### src/core/sipc_pkg.sv
// package: register map, field positions and carrier types of the interrupt pin block
package sipc_pkg;
  localparam int unsigned SIPC_AW = 8;
  localparam int unsigned SIPC_DW = 8;
  localparam logic [SIPC_AW-1:0] SIPC_OFS_PIN_CONFIG    = 8'h28;
  localparam logic [SIPC_AW-1:0] SIPC_OFS_SOURCE_ENABLE = 8'h29;
  localparam logic [SIPC_AW-1:0] SIPC_OFS_PIN_ROUTING   = 8'h2A;
  localparam logic [SIPC_DW-1:0] SIPC_RST_VALUE         = 8'h00;
  localparam logic [SIPC_DW-1:0] SIPC_PIN_CONFIG_MASK   = 8'h33;
  localparam int unsigned SIPC_BIT_FIRST_POL   = 5;
  localparam int unsigned SIPC_BIT_FIRST_DRIVE = 4;
  localparam int unsigned SIPC_BIT_SECOND_POL  = 1;
  localparam int unsigned SIPC_BIT_SECOND_DRIVE = 0;
  // source enable and routing share one bit order
  localparam int unsigned SIPC_SRC_DATA_READY  = 7;
  localparam int unsigned SIPC_SRC_FIFO        = 6;
  localparam int unsigned SIPC_SRC_PRESS_WIN   = 5;
  localparam int unsigned SIPC_SRC_TEMP_WIN    = 4;
  localparam int unsigned SIPC_SRC_PRESS_TH    = 3;
  localparam int unsigned SIPC_SRC_TEMP_TH     = 2;
  localparam int unsigned SIPC_SRC_PRESS_CHG   = 1;
  localparam int unsigned SIPC_SRC_TEMP_CHG    = 0;

  typedef struct packed {
    logic                 wr_en;
    logic                 rd_en;
    logic [SIPC_AW-1:0]   addr;
    logic [SIPC_DW-1:0]   wdata;
  } sipc_req_s;

  typedef struct packed {
    logic                 out;
    logic                 oe_b;
  } sipc_pin_s;

  typedef struct packed {
    logic [SIPC_DW-1:0]   pin_config_reg;
    logic [SIPC_DW-1:0]   source_enable_reg;
    logic [SIPC_DW-1:0]   pin_routing_reg;
    logic [SIPC_DW-1:0]   rdata_reg;
    logic                 first_active_reg;
    logic                 second_active_reg;
    sipc_pin_s            first_pin_reg;
    sipc_pin_s            second_pin_reg;
  } sipc_state_s;
endpackage

### src/core/sipc_irq_pins.sv
// module: interrupt source enable, routing and pin drive
`timescale 1ns/1ps
`default_nettype none
module sipc_irq_pins
  import sipc_pkg::*;
(
  // clock and reset
  input  wire logic               core_clk,
  input  wire logic               rst_b,
  // register port from the serial interface logic
  input  wire sipc_req_s          req,
  output logic [SIPC_DW-1:0]      rdata,
  // event flags from the functional blocks, same clock
  input  wire logic [SIPC_DW-1:0] event_flags,
  // interrupt pads
  output logic                    first_irq_pin_out,
  output logic                    first_irq_pin_oe_b,
  output logic                    second_irq_pin_out,
  output logic                    second_irq_pin_oe_b
);
  sipc_state_s st_reg;
  sipc_state_s st_next;
  logic [SIPC_DW-1:0] gated;
  logic               first_any;
  logic               second_any;

  function automatic sipc_pin_s drive(input logic active, input logic pol, input logic od);
    sipc_pin_s p;
    p.out  = active ? pol : ~pol;
    // open drain can only pull low; high level comes from the pullup outside
    p.oe_b = od ? (p.out == 1'b1) : 1'b0;
    return p;
  endfunction

  always_comb begin
    st_next    = st_reg;
    gated      = event_flags & st_reg.source_enable_reg;
    first_any  = |(gated & st_reg.pin_routing_reg);
    second_any = |(gated & ~st_reg.pin_routing_reg);
    if (req.wr_en) begin
      case (req.addr)
        SIPC_OFS_PIN_CONFIG:    st_next.pin_config_reg    = req.wdata & SIPC_PIN_CONFIG_MASK;
        SIPC_OFS_SOURCE_ENABLE: st_next.source_enable_reg = req.wdata;
        SIPC_OFS_PIN_ROUTING:   st_next.pin_routing_reg   = req.wdata;
        default: begin
        end
      endcase
    end
    if (req.rd_en) begin
      case (req.addr)
        SIPC_OFS_PIN_CONFIG:    st_next.rdata_reg = st_reg.pin_config_reg;
        SIPC_OFS_SOURCE_ENABLE: st_next.rdata_reg = st_reg.source_enable_reg;
        SIPC_OFS_PIN_ROUTING:   st_next.rdata_reg = st_reg.pin_routing_reg;
        default:                st_next.rdata_reg = SIPC_RST_VALUE;
      endcase
    end
    st_next.first_active_reg  = first_any;
    st_next.second_active_reg = second_any;
    st_next.first_pin_reg  = drive(first_any, st_reg.pin_config_reg[SIPC_BIT_FIRST_POL],
                                   st_reg.pin_config_reg[SIPC_BIT_FIRST_DRIVE]);
    st_next.second_pin_reg = drive(second_any, st_reg.pin_config_reg[SIPC_BIT_SECOND_POL],
                                   st_reg.pin_config_reg[SIPC_BIT_SECOND_DRIVE]);
  end

  // reset: pins idle active-low push-pull, driven high
  always_ff @(posedge core_clk or negedge rst_b) begin
    if (!rst_b) begin
      st_reg <= '{pin_config_reg: SIPC_RST_VALUE, source_enable_reg: SIPC_RST_VALUE,
                  pin_routing_reg: SIPC_RST_VALUE, rdata_reg: SIPC_RST_VALUE,
                  first_active_reg: 1'b0, second_active_reg: 1'b0,
                  first_pin_reg: '{out: 1'b1, oe_b: 1'b0},
                  second_pin_reg: '{out: 1'b1, oe_b: 1'b0}};
    end else begin
      st_reg <= st_next;
    end
  end

  assign rdata               = st_reg.rdata_reg;
  assign first_irq_pin_out   = st_reg.first_pin_reg.out;
  assign first_irq_pin_oe_b  = st_reg.first_pin_reg.oe_b;
  assign second_irq_pin_out  = st_reg.second_pin_reg.out;
  assign second_irq_pin_oe_b = st_reg.second_pin_reg.oe_b;

  property p_reserved_zero;
    @(posedge core_clk) disable iff (!rst_b)
      (st_reg.pin_config_reg & ~SIPC_PIN_CONFIG_MASK) == SIPC_RST_VALUE;
  endproperty
  a_reserved_zero: assert property (p_reserved_zero) else $error("reserved config bits set");

  property p_disabled_quiet;
    @(posedge core_clk) disable iff (!rst_b)
      (st_reg.source_enable_reg == SIPC_RST_VALUE) && $stable(st_reg.source_enable_reg)
        |=> !st_reg.first_active_reg && !st_reg.second_active_reg;
  endproperty
  a_disabled_quiet: assert property (p_disabled_quiet) else $error("disabled source reached pin");

  property p_one_pin;
    @(posedge core_clk) disable iff (!rst_b)
      ($onehot(gated) && $stable(st_reg.pin_routing_reg))
        |=> (st_reg.first_active_reg ^ st_reg.second_active_reg);
  endproperty
  a_one_pin: assert property (p_one_pin) else $error("source on both or no pin");

  property p_route_first;
    @(posedge core_clk) disable iff (!rst_b)
      |(gated & st_reg.pin_routing_reg) |=> st_reg.first_active_reg;
  endproperty
  a_route_first: assert property (p_route_first) else $error("routed source missed first pin");

  property p_first_level;
    @(posedge core_clk) disable iff (!rst_b)
      first_any |=> (first_irq_pin_out == $past(st_reg.pin_config_reg[SIPC_BIT_FIRST_POL]));
  endproperty
  a_first_level: assert property (p_first_level) else $error("first pin wrong active level");

  property p_second_idle;
    @(posedge core_clk) disable iff (!rst_b)
      !second_any |=> (second_irq_pin_out != st_reg.pin_config_reg[SIPC_BIT_SECOND_POL])
                      || $changed(st_reg.pin_config_reg);
  endproperty
  a_second_idle: assert property (p_second_idle) else $error("second pin not idle");

  property p_od_release;
    @(posedge core_clk) disable iff (!rst_b)
      // the pad follows the mode stored one edge earlier
      $past(st_reg.pin_config_reg[SIPC_BIT_FIRST_DRIVE]) && first_irq_pin_out |-> first_irq_pin_oe_b;
  endproperty
  a_od_release: assert property (p_od_release) else $error("open drain drove high");

  property p_pp_drive;
    @(posedge core_clk) disable iff (!rst_b)
      !st_reg.pin_config_reg[SIPC_BIT_SECOND_DRIVE] ##1 !$past(st_reg.pin_config_reg[SIPC_BIT_SECOND_DRIVE])
        |-> !second_irq_pin_oe_b;
  endproperty
  a_pp_drive: assert property (p_pp_drive) else $error("push-pull pin released");

  property p_enable_write;
    @(posedge core_clk) disable iff (!rst_b)
      req.wr_en && req.addr == SIPC_OFS_SOURCE_ENABLE |=> st_reg.source_enable_reg == $past(req.wdata);
  endproperty
  a_enable_write: assert property (p_enable_write) else $error("enable write lost");

  property p_first_idle;
    @(posedge core_clk) disable iff (!rst_b)
      !first_any |=> (first_irq_pin_out != $past(st_reg.pin_config_reg[SIPC_BIT_FIRST_POL]));
  endproperty
  a_first_idle: assert property (p_first_idle) else $error("first pin not idle");

  property p_second_level;
    @(posedge core_clk) disable iff (!rst_b)
      second_any |=> (second_irq_pin_out == $past(st_reg.pin_config_reg[SIPC_BIT_SECOND_POL]));
  endproperty
  a_second_level: assert property (p_second_level) else $error("second pin wrong active level");

  property p_od_release_second;
    @(posedge core_clk) disable iff (!rst_b)
      $past(st_reg.pin_config_reg[SIPC_BIT_SECOND_DRIVE]) && second_irq_pin_out |-> second_irq_pin_oe_b;
  endproperty
  a_od_release_second: assert property (p_od_release_second) else $error("second open drain drove high");

  property p_pp_drive_first;
    @(posedge core_clk) disable iff (!rst_b)
      !$past(st_reg.pin_config_reg[SIPC_BIT_FIRST_DRIVE]) |-> !first_irq_pin_oe_b;
  endproperty
  a_pp_drive_first: assert property (p_pp_drive_first) else $error("first push-pull pin released");

  property p_od_drive_low;
    @(posedge core_clk) disable iff (!rst_b)
      $past(st_reg.pin_config_reg[SIPC_BIT_SECOND_DRIVE]) && !second_irq_pin_out |-> !second_irq_pin_oe_b;
  endproperty
  a_od_drive_low: assert property (p_od_drive_low) else $error("open drain failed to pull low");

  property p_route_second;
    @(posedge core_clk) disable iff (!rst_b)
      |(gated & ~st_reg.pin_routing_reg) |=> st_reg.second_active_reg;
  endproperty
  a_route_second: assert property (p_route_second) else $error("routed source missed second pin");

  property p_first_quiet;
    @(posedge core_clk) disable iff (!rst_b)
      !(|(gated & st_reg.pin_routing_reg)) |=> !st_reg.first_active_reg;
  endproperty
  a_first_quiet: assert property (p_first_quiet) else $error("first pin raised without source");

  property p_second_quiet;
    @(posedge core_clk) disable iff (!rst_b)
      !(|(gated & ~st_reg.pin_routing_reg)) |=> !st_reg.second_active_reg;
  endproperty
  a_second_quiet: assert property (p_second_quiet) else $error("second pin raised without source");

  property p_config_write;
    @(posedge core_clk) disable iff (!rst_b)
      req.wr_en && req.addr == SIPC_OFS_PIN_CONFIG
        |=> st_reg.pin_config_reg == ($past(req.wdata) & SIPC_PIN_CONFIG_MASK);
  endproperty
  a_config_write: assert property (p_config_write) else $error("config write lost");

  property p_routing_write;
    @(posedge core_clk) disable iff (!rst_b)
      req.wr_en && req.addr == SIPC_OFS_PIN_ROUTING |=> st_reg.pin_routing_reg == $past(req.wdata);
  endproperty
  a_routing_write: assert property (p_routing_write) else $error("routing write lost");

  property p_enable_hold;
    @(posedge core_clk) disable iff (!rst_b)
      !(req.wr_en && req.addr == SIPC_OFS_SOURCE_ENABLE) |=> $stable(st_reg.source_enable_reg);
  endproperty
  a_enable_hold: assert property (p_enable_hold) else $error("enable changed without write");

  property p_read_enable;
    @(posedge core_clk) disable iff (!rst_b)
      req.rd_en && req.addr == SIPC_OFS_SOURCE_ENABLE |=> rdata == $past(st_reg.source_enable_reg);
  endproperty
  a_read_enable: assert property (p_read_enable) else $error("enable readback wrong");

  property p_reserved_read;
    @(posedge core_clk) disable iff (!rst_b)
      req.rd_en && req.addr == SIPC_OFS_PIN_CONFIG |=> (rdata & ~SIPC_PIN_CONFIG_MASK) == SIPC_RST_VALUE;
  endproperty
  a_reserved_read: assert property (p_reserved_read) else $error("reserved bits read nonzero");

  property p_gate_closed;
    @(posedge core_clk) disable iff (!rst_b)
      (gated == SIPC_RST_VALUE) |=> !st_reg.first_active_reg && !st_reg.second_active_reg;
  endproperty
  a_gate_closed: assert property (p_gate_closed) else $error("gated event reached pin");
endmodule
`default_nettype wire

### config.mk
export PLATFORM = sky130hd
export DESIGN_NAME = sipc_irq_pins
export DESIGN_NICKNAME = d
export VERILOG_FILES = /design/src/core/sipc_pkg.sv /design/src/core/sipc_irq_pins.sv
export SDC_FILE = /design/constraint.sdc
export NUM_CORES = 1
export LEC_CHECK = 0
export BUFFER_PORTS_ARGS = -buffer_cell sky130_fd_sc_hd__buf_2
export CAP_MARGIN = 20
export CORE_ASPECT_RATIO = 1.1
export CORE_UTILIZATION = 55
export CTS_BUF_LIST = sky130_fd_sc_hd__clkbuf_4
export DETAILED_ROUTE_END_ITERATION = 8
export GPL_TIMING_DRIVEN = 0
export HOLD_SLACK_MARGIN = 0.03
export PLACE_DENSITY = 0.82
export SYNTH_ARGS = -nofsm -noshare
export SYNTH_HDL_FRONTEND = slang
export SYNTH_SLANG_ARGS = --single-unit
### constraint.sdc
create_clock -name core_clk -period 3.1 [get_ports core_clk]
set_input_delay 0.155 -clock core_clk [delete_from_list [all_inputs] [get_ports core_clk]]
set_output_delay 0.155 -clock core_clk [all_outputs]
set_load 0.05 [all_outputs]
==> impl_metrics.csv, run 1 <==
group,metric,value,unit
detailed_routing,drc,0,
final_layout,final_cells,219,
logic_synthesis,synth_common_cells,"dfrtp_1 (30), mux2_4 (20), nand2_1 (14)",
critical_path,rr_endpoint,"second_irq_pin_oe_b",
detailed_routing,viasPerCell,5.32,
critical_path,ff2ff_setup_slack,1620,ps
floorplan,io_pins,40,
cts,cts_tree,"done",
placement,numPlacedInstances,210,
final_layout,largest_reg_flops,20,
power,peakVddDrop,0.000437,V
power,p_leak,1.03,nW
sta,setup_viol,0,
grt,grt_max_degree,33,
grt,track_usage,23.2,%
placement,io_buffers,38,
power,p_per_area,436,nW/um^2
sta,tns,0,ps
sta,relSlewSlack,54.0,%
detailed_routing,wl_met2,1.57,mm
detailed_routing,drt-met1-wl,1.42,mm
logic_synthesis,synth_edf_count,0,
min_path,min_to,"st_reg[29]",
floorplan,num_rows,20,
critical_path,critPathKind,"in2reg",
sta,report.final.slew_viol_count,0,
sta,finalCriticalPeriod,1680,ps
grt,grt_pass1_vias,1096,
grt,grt_pass1_wl,5.13,mm
logic_synthesis,yosys_warnings,0,
placement,globalplace.congestion,0.788,
logic_synthesis,synth_nets,167,
detailed_routing,drt_iter0_drc,27,
floorplan,coreArea,2830,um^2
floorplan,initial_core_util,59.5,%
logic_synthesis,ys_ff_latch,32,
final_layout,drive_gt1_share,44.1,%
logic_synthesis,yosys-top-cells-area,"dfrtp_1 (45%), mux2_4 (18%), mux2i_1 (3.6%)",
cts,cts_buffers,5,
logic_synthesis,yosysTopAreaCell,"dfrtp_1",
critical_path,cp.arrival,1890,ps
critical_path,end_kind,"register",
final_layout,syn2layout_area_growth,19.1,%
critical_path,startpoint_type,"input pin",
logic_synthesis,yosysSeqAreaShare,47.7,%
sta,rsz0062_at_grt,"false",
critical_path,crit_required,3320,ps
cts,clk_path_buf_depth,2,
placement,place_hpwl,2.36,mm
min_path,whs_path_depth,2,
sta,max_clock_freq,597,MHz
detailed_routing,antenna_violating_nets_post_route,0,
logic_synthesis,synth_area_per_cell,12.1,um^2
detailed_routing,wire_per_inst,14.5,um
logic_synthesis,yosysTopAreaCellShare,44.6,%
detailed_routing,met3WireLength,140,um
floorplan,die_w,54.7,um
cts,root_buffer,"clkbuf_4",
critical_path,cp.buffers_inverters,1,
status,outcome,"complete, no violations",
logic_synthesis,synthArstFlopShare,100,%
final_layout,fin_area,2000,um^2
critical_path,r2r_start,"st_reg[23]",
final_layout,final_util,70.9,%
final_layout,n_antenna_cell,0,
grt,gr-total-overflow,0,
flow_run,drv_cap,0,
logic_synthesis,synth_ff_type,"dfrtp_1",
detailed_routing,drt-total-wl,3.18,mm
logic_synthesis,syn_inst,139,
min_path,hold_class,"in2reg",
sta,hold_viol,0,
cts,clk_pin_slew,90,ps
critical_path,cpMaxStageDelayCell,"or4b_4",
cts,cts_sinks,32,
logic_synthesis,synth_cell_types,24,
sta,worst_slew_pin_slew,690,ps
detailed_routing,dr.pass1.iters,4,
detailed_routing,vias,1164,
critical_path,slowest_delay,530,ps
cts,cts_setup_buffers,0,
critical_path,crit_family,"simple AND/OR/NAND/NOR gates",
cts,clk_latency,340,ps
cts,cts_resized,0,
sta,period_share,54.0,%
floorplan,die_area,3290,um^2
logic_synthesis,synth_most_common_cell,"dfrtp_1",
placement,dpl-instance-area,1910,um^2
detailed_routing,top_layer_used,"met4",
final_layout,final_net_count,213,
logic_synthesis,synth_area,1680,um^2
critical_path,path_cells,"buf_2, or4b_4, nor3b_4, and4bb_4, mux2_4",
min_path,hold_start,"req[7]",
power,power,875,uW
critical_path,rr_worst_depth,4,
cts,cts-htree-levels,2,
grt,antenna_found_initial,0,
sta,skew,13.8,ps
floorplan,dieHeight,60.0,um
critical_path,critPathMaxFanout,8,
cts,cts_hold_buf,1,
worst max path at each step:
stage	startpoint	end	slack (ps)	depth (start not counted)
2_1_floorplan	req[15]	st_reg[30]	1260	4
3_3_place_gp	req[15]	st_reg[35]	1070	5
3_5_place_dp	req[15]	st_reg[31]	1060	5
4_1_cts	req[15]	st_reg[31]	1430	5
5_1_grt	req[15]	st_reg[31]	1370	5
6_report	req[15]	st_reg[30]	1420	5
placed cells by master (no fill, tap or decap), types with 2 or more instances in the layout:
| master | Yosys | layout |
|---|---|---|
| o22ai_1 | 4 | 4 |
| buf_4 | 8 | 8 |
| nand2b_1 | 2 | 2 |
| nand4_1 | 2 | 2 |
| dfrtp_1 | 30 | 30 |
| mux2i_1 | 6 | 6 |
| clkbuf_4 | 0 | 6 |
| inv_1 | 4 | 4 |
| nand3_4 | 2 | 2 |
| mux2_4 | 20 | 20 |
| buf_2 | 0 | 38 |
| dfstp_2 | 2 | 2 |
| nand2_1 | 14 | 14 |
| nor2b_1 | 6 | 6 |
| o21ai_0 | 8 | 8 |
| clkbuf_1 | 3 | 3 |
| xor2_1 | 2 | 2 |
| a31o_1 | 4 | 4 |
| nand3_1 | 12 | 12 |
| a22o_1 | 4 | 4 |
worst register-to-register path: stages, from the launching register on:
cell and delay [ps]:
dfrtp_1 430, nand2_1 70, o22ai_1 70, nor4_1 590
mux2i_1 250
power by group:
group,leakage [nW],switching [mW],internal [mW]
Clock,0.0456,0.138,0.178
Combinational,0.545,0.0590,0.0460
Sequential,0.436,0.0163,0.437
Total,1.03,0.214,0.661
layer usage:
metal | vias up | global-route usage, %
met5 | - | 0
met4 | 0 | 8.79
met3 | 5 | 8.14
met2 | 26 | 36.1
met1 | 549 | 29.2
li1 | 584 | -
per-stage QoR:
stage | setup slack [ps] | hold WS, ps
after global placement | 1070 | 220
after CTS | 1430 | 46.5
after global routing | 1370 | 42.3
after floorplan | 1260 | -141
after detailed placement | 1060 | 241
final | 1420 | 66.5
cell type report:
| cell class | count | area (um^2) |
|---|---|---|
| fill | 204 | 823 |
| sequential | 32 | 803 |
| multi-input combinational | 92 | 793 |
| timing repair buffer | 39 | 200 |
| buffer | 11 | 71.3 |
| clock buffer | 6 | 45.0 |
| tap | 33 | 41.3 |
| clock inverter | 2 | 35.0 |
| inverter | 4 | 15.0 |
kinds of logic after synthesis:
logic type / synth area share [%]
compound gates: 8.70
buf+inv: 5.13
mux: 21.4
flops: 47.7
xor+xnor: 1.04
simple gates: 16.0
(Power assumes the default switching activity.)
==> run 2, diff against run 1 <==
- CORE_UTILIZATION: 55 -> 50
- PLACE_DENSITY: 0.82 -> 0.78
- clock period: 3.1 -> 1.5 ns (I/O delays scaled with it)
==> run 2 against run 1 <==
Against the previous run:
- the flow now finishes with violations (DRC)
- worst hold slack worse by 13 ps
- core utilization down 4.3 points
- routed wire length up 8.0%
- final area up 3.9%
- clock power up 44%
- global-route usage down 1.6 points
- total power up 87%
- critical path type unchanged
==> impl_metrics.csv, run 2 (synthesized netlist as in run 1, its figures left out) <==
group,metric,value,unit
critical_path,rr_endpoint,"second_irq_pin_oe_b",
critical_path,rr_worst_depth,4,
cts,cts_buffers,5,
final_layout,drive_gt1_share,42.9,%
sta,hold_ws,53.2,ps
flow_run,drv_cap,0,
cts,cts_sinks,32,
sta,relSlewSlack,53.5,%
cts,cts-htree-levels,2,
critical_path,end_kind,"register",
placement,numPlacedInstances,211,
detailed_routing,viasPerCell,5.40,
critical_path,critPathMaxFanout,5,
final_layout,layout_commonest_cell,"buf_2",
detailed_routing,dr.pass1.iters,6,
final_layout,final_cell_mix,"buf_2 (38), dfrtp_1 (30), mux2_4 (20), nand2_1 (14), nand3_1 (12)",
power,power_frac_seq,57.4,%
cts,clk_pin_slew,100,ps
placement,globalplace.congestion,0.799,
detailed_routing,vias,1241,
final_layout,syn2layout_area_growth,23.7,%
power,p_sw_share,27.3,%
final_layout,final_net_count,223,
cts,clk_latency,330,ps
critical_path,r2r_start,"st_reg[24]",
critical_path,cp-startpoint,"req[15]",
grt,gr-total-overflow,0,
cts,root_buffer,"clkbuf_4",
power,pwr-share-comb,14.7,%
final_layout,fillCellCount,248,
critical_path,crit_required,1720,ps
power,clock_power_share,27.9,%
sta,max_clock_freq,678,MHz
sta,period_share,98.4,%
power,p_switching,446,uW
sta,finalCriticalPeriod,1480,ps
final_layout,final_util,66.6,%
detailed_routing,drt_iter0_drc,48,
power,power,1.63,mW
final_layout,layout.area.seq,803,um^2
critical_path,worstSetupEndpoint,"st_reg[35]",
critical_path,ff2ff_setup_slack,150,ps
final_layout,largest_reg_flops,20,
placement,dp_worst_setup_slack,-451,ps
grt,grt_pass1_wl,5.78,mm
cts,clk_path_buf_depth,2,
grt,antenna_found_initial,0,
floorplan,coreArea,3130,um^2
final_layout,n_antenna_cell,0,
power,p_leak,1.06,nW
detailed_routing,drt-total-wl,3.44,mm
critical_path,startpoint_type,"input pin",
final_layout,final_cells,230,
grt,grt_pass1_vias,1234,
power,p_per_area,784,nW/um^2
sta,worst_slew_pin_slew,697,ps
sta,rsz0062_at_grt,"false",
detailed_routing,wire_per_inst,14.9,um
sta,layout_setup_ws,24.3,ps
floorplan,dieHeight,62.8,um
detailed_routing,drc,8,
floorplan,die_area,3600,um^2
power,intPower,1.19,mW
sta,hold_viol,0,
status,outcome,"finished, violations left",
floorplan,initial_core_util,53.8,%
critical_path,critPathKind,"in2reg",
detailed_routing,antenna_violating_nets_post_route,0,
min_path,hold_class,"in2reg",
floorplan,io_pins,40,
critical_path,cp.arrival,1700,ps
power,peakVddDrop,0.000538,V
sta,skew,5.86,ps
floorplan,num_rows,21,
sta,setup_viol,0,
placement,place_hpwl,2.41,mm
sta,report.final.slew_viol_count,0,
status,failed_checks,"DRC",
floorplan,die_w,57.3,um
grt,track_usage,21.6,%
grt,grt_max_degree,33,
placement,io_buffers,38,
cts,cts_tree,"done",
min_path,hold_start,"req[16]",
final_layout,multi_input_area,800,um^2
==> run 2: area by class of cell <==
cell class,count,share of cell area (%)
Buffer,11,3.43
Clock buffer,5,1.80
Clock inverter,3,0.661
Inverter,4,0.721
Multi-Input combinational cell,92,38.4
Sequential cell,32,38.6
Tap cell,34,2.04
Timing Repair Buffer,49,14.4
==> run 2: how the worst min path moves through the flow <==
stage,to,slack (ps),depth (start not counted)
final,rdata[4],50,2
after global routing,rdata[4],50,2
after CTS,rdata[4],40,2
after detailed placement,rdata[2],160,1
after global placement,rdata[7],140,1
after floorplan,first_irq_pin_oe_b,-220,0
==> run 2: what timing repair did <==
item,4_1_cts,5_1_grt
resized for setup,1,1
buffers inserted,2,0
setup endpoints to repair,21,2
hold buffers,9,0
pin swaps,1,0
endpoints found under the hold margin,50,0
==> run 2: power groups by stage <==
stage | Clock, mW | Sequential, mW | Combinational, mW
after floorplan | 0 | 0.983 | 0.0909
after global placement | 0 | 0.949 | 0.211
after detailed placement | 0 | 0.952 | 0.219
after CTS | 0.473 | 0.935 | 0.241
after global routing | 0.508 | 0.942 | 0.260
final | 0.455 | 0.936 | 0.240
==> run 2: stage by stage <==
| stage | instance area (um^2) | setup TNS, ps |
|---|---|---|
| 3_5_place_dp | 1920 | -9040 |
| 4_1_cts | 2080 | 0 |
| 6_report | 2080 | 0 |
| 2_1_floorplan | 1680 | -3520 |
| 5_1_grt | 2080 | 0 |
| 3_3_place_gp | 1920 | -8350 |
==> run 2: per-layer routing <==
layer  global-route usage (%)  part of all wire [%]
met1                     26.1                    42
met2                     34.6                    50
met3                     6.42                   3.4
met4                     11.3                   3.9
met5                        0                     0
==> run 2: worst max-delay path, stage by stage <==
cell and delay, ps:
buf_2 90, or4b_4 540, nor3b_4 220, buf_6 150, and4bb_4 310, mux2_4 310
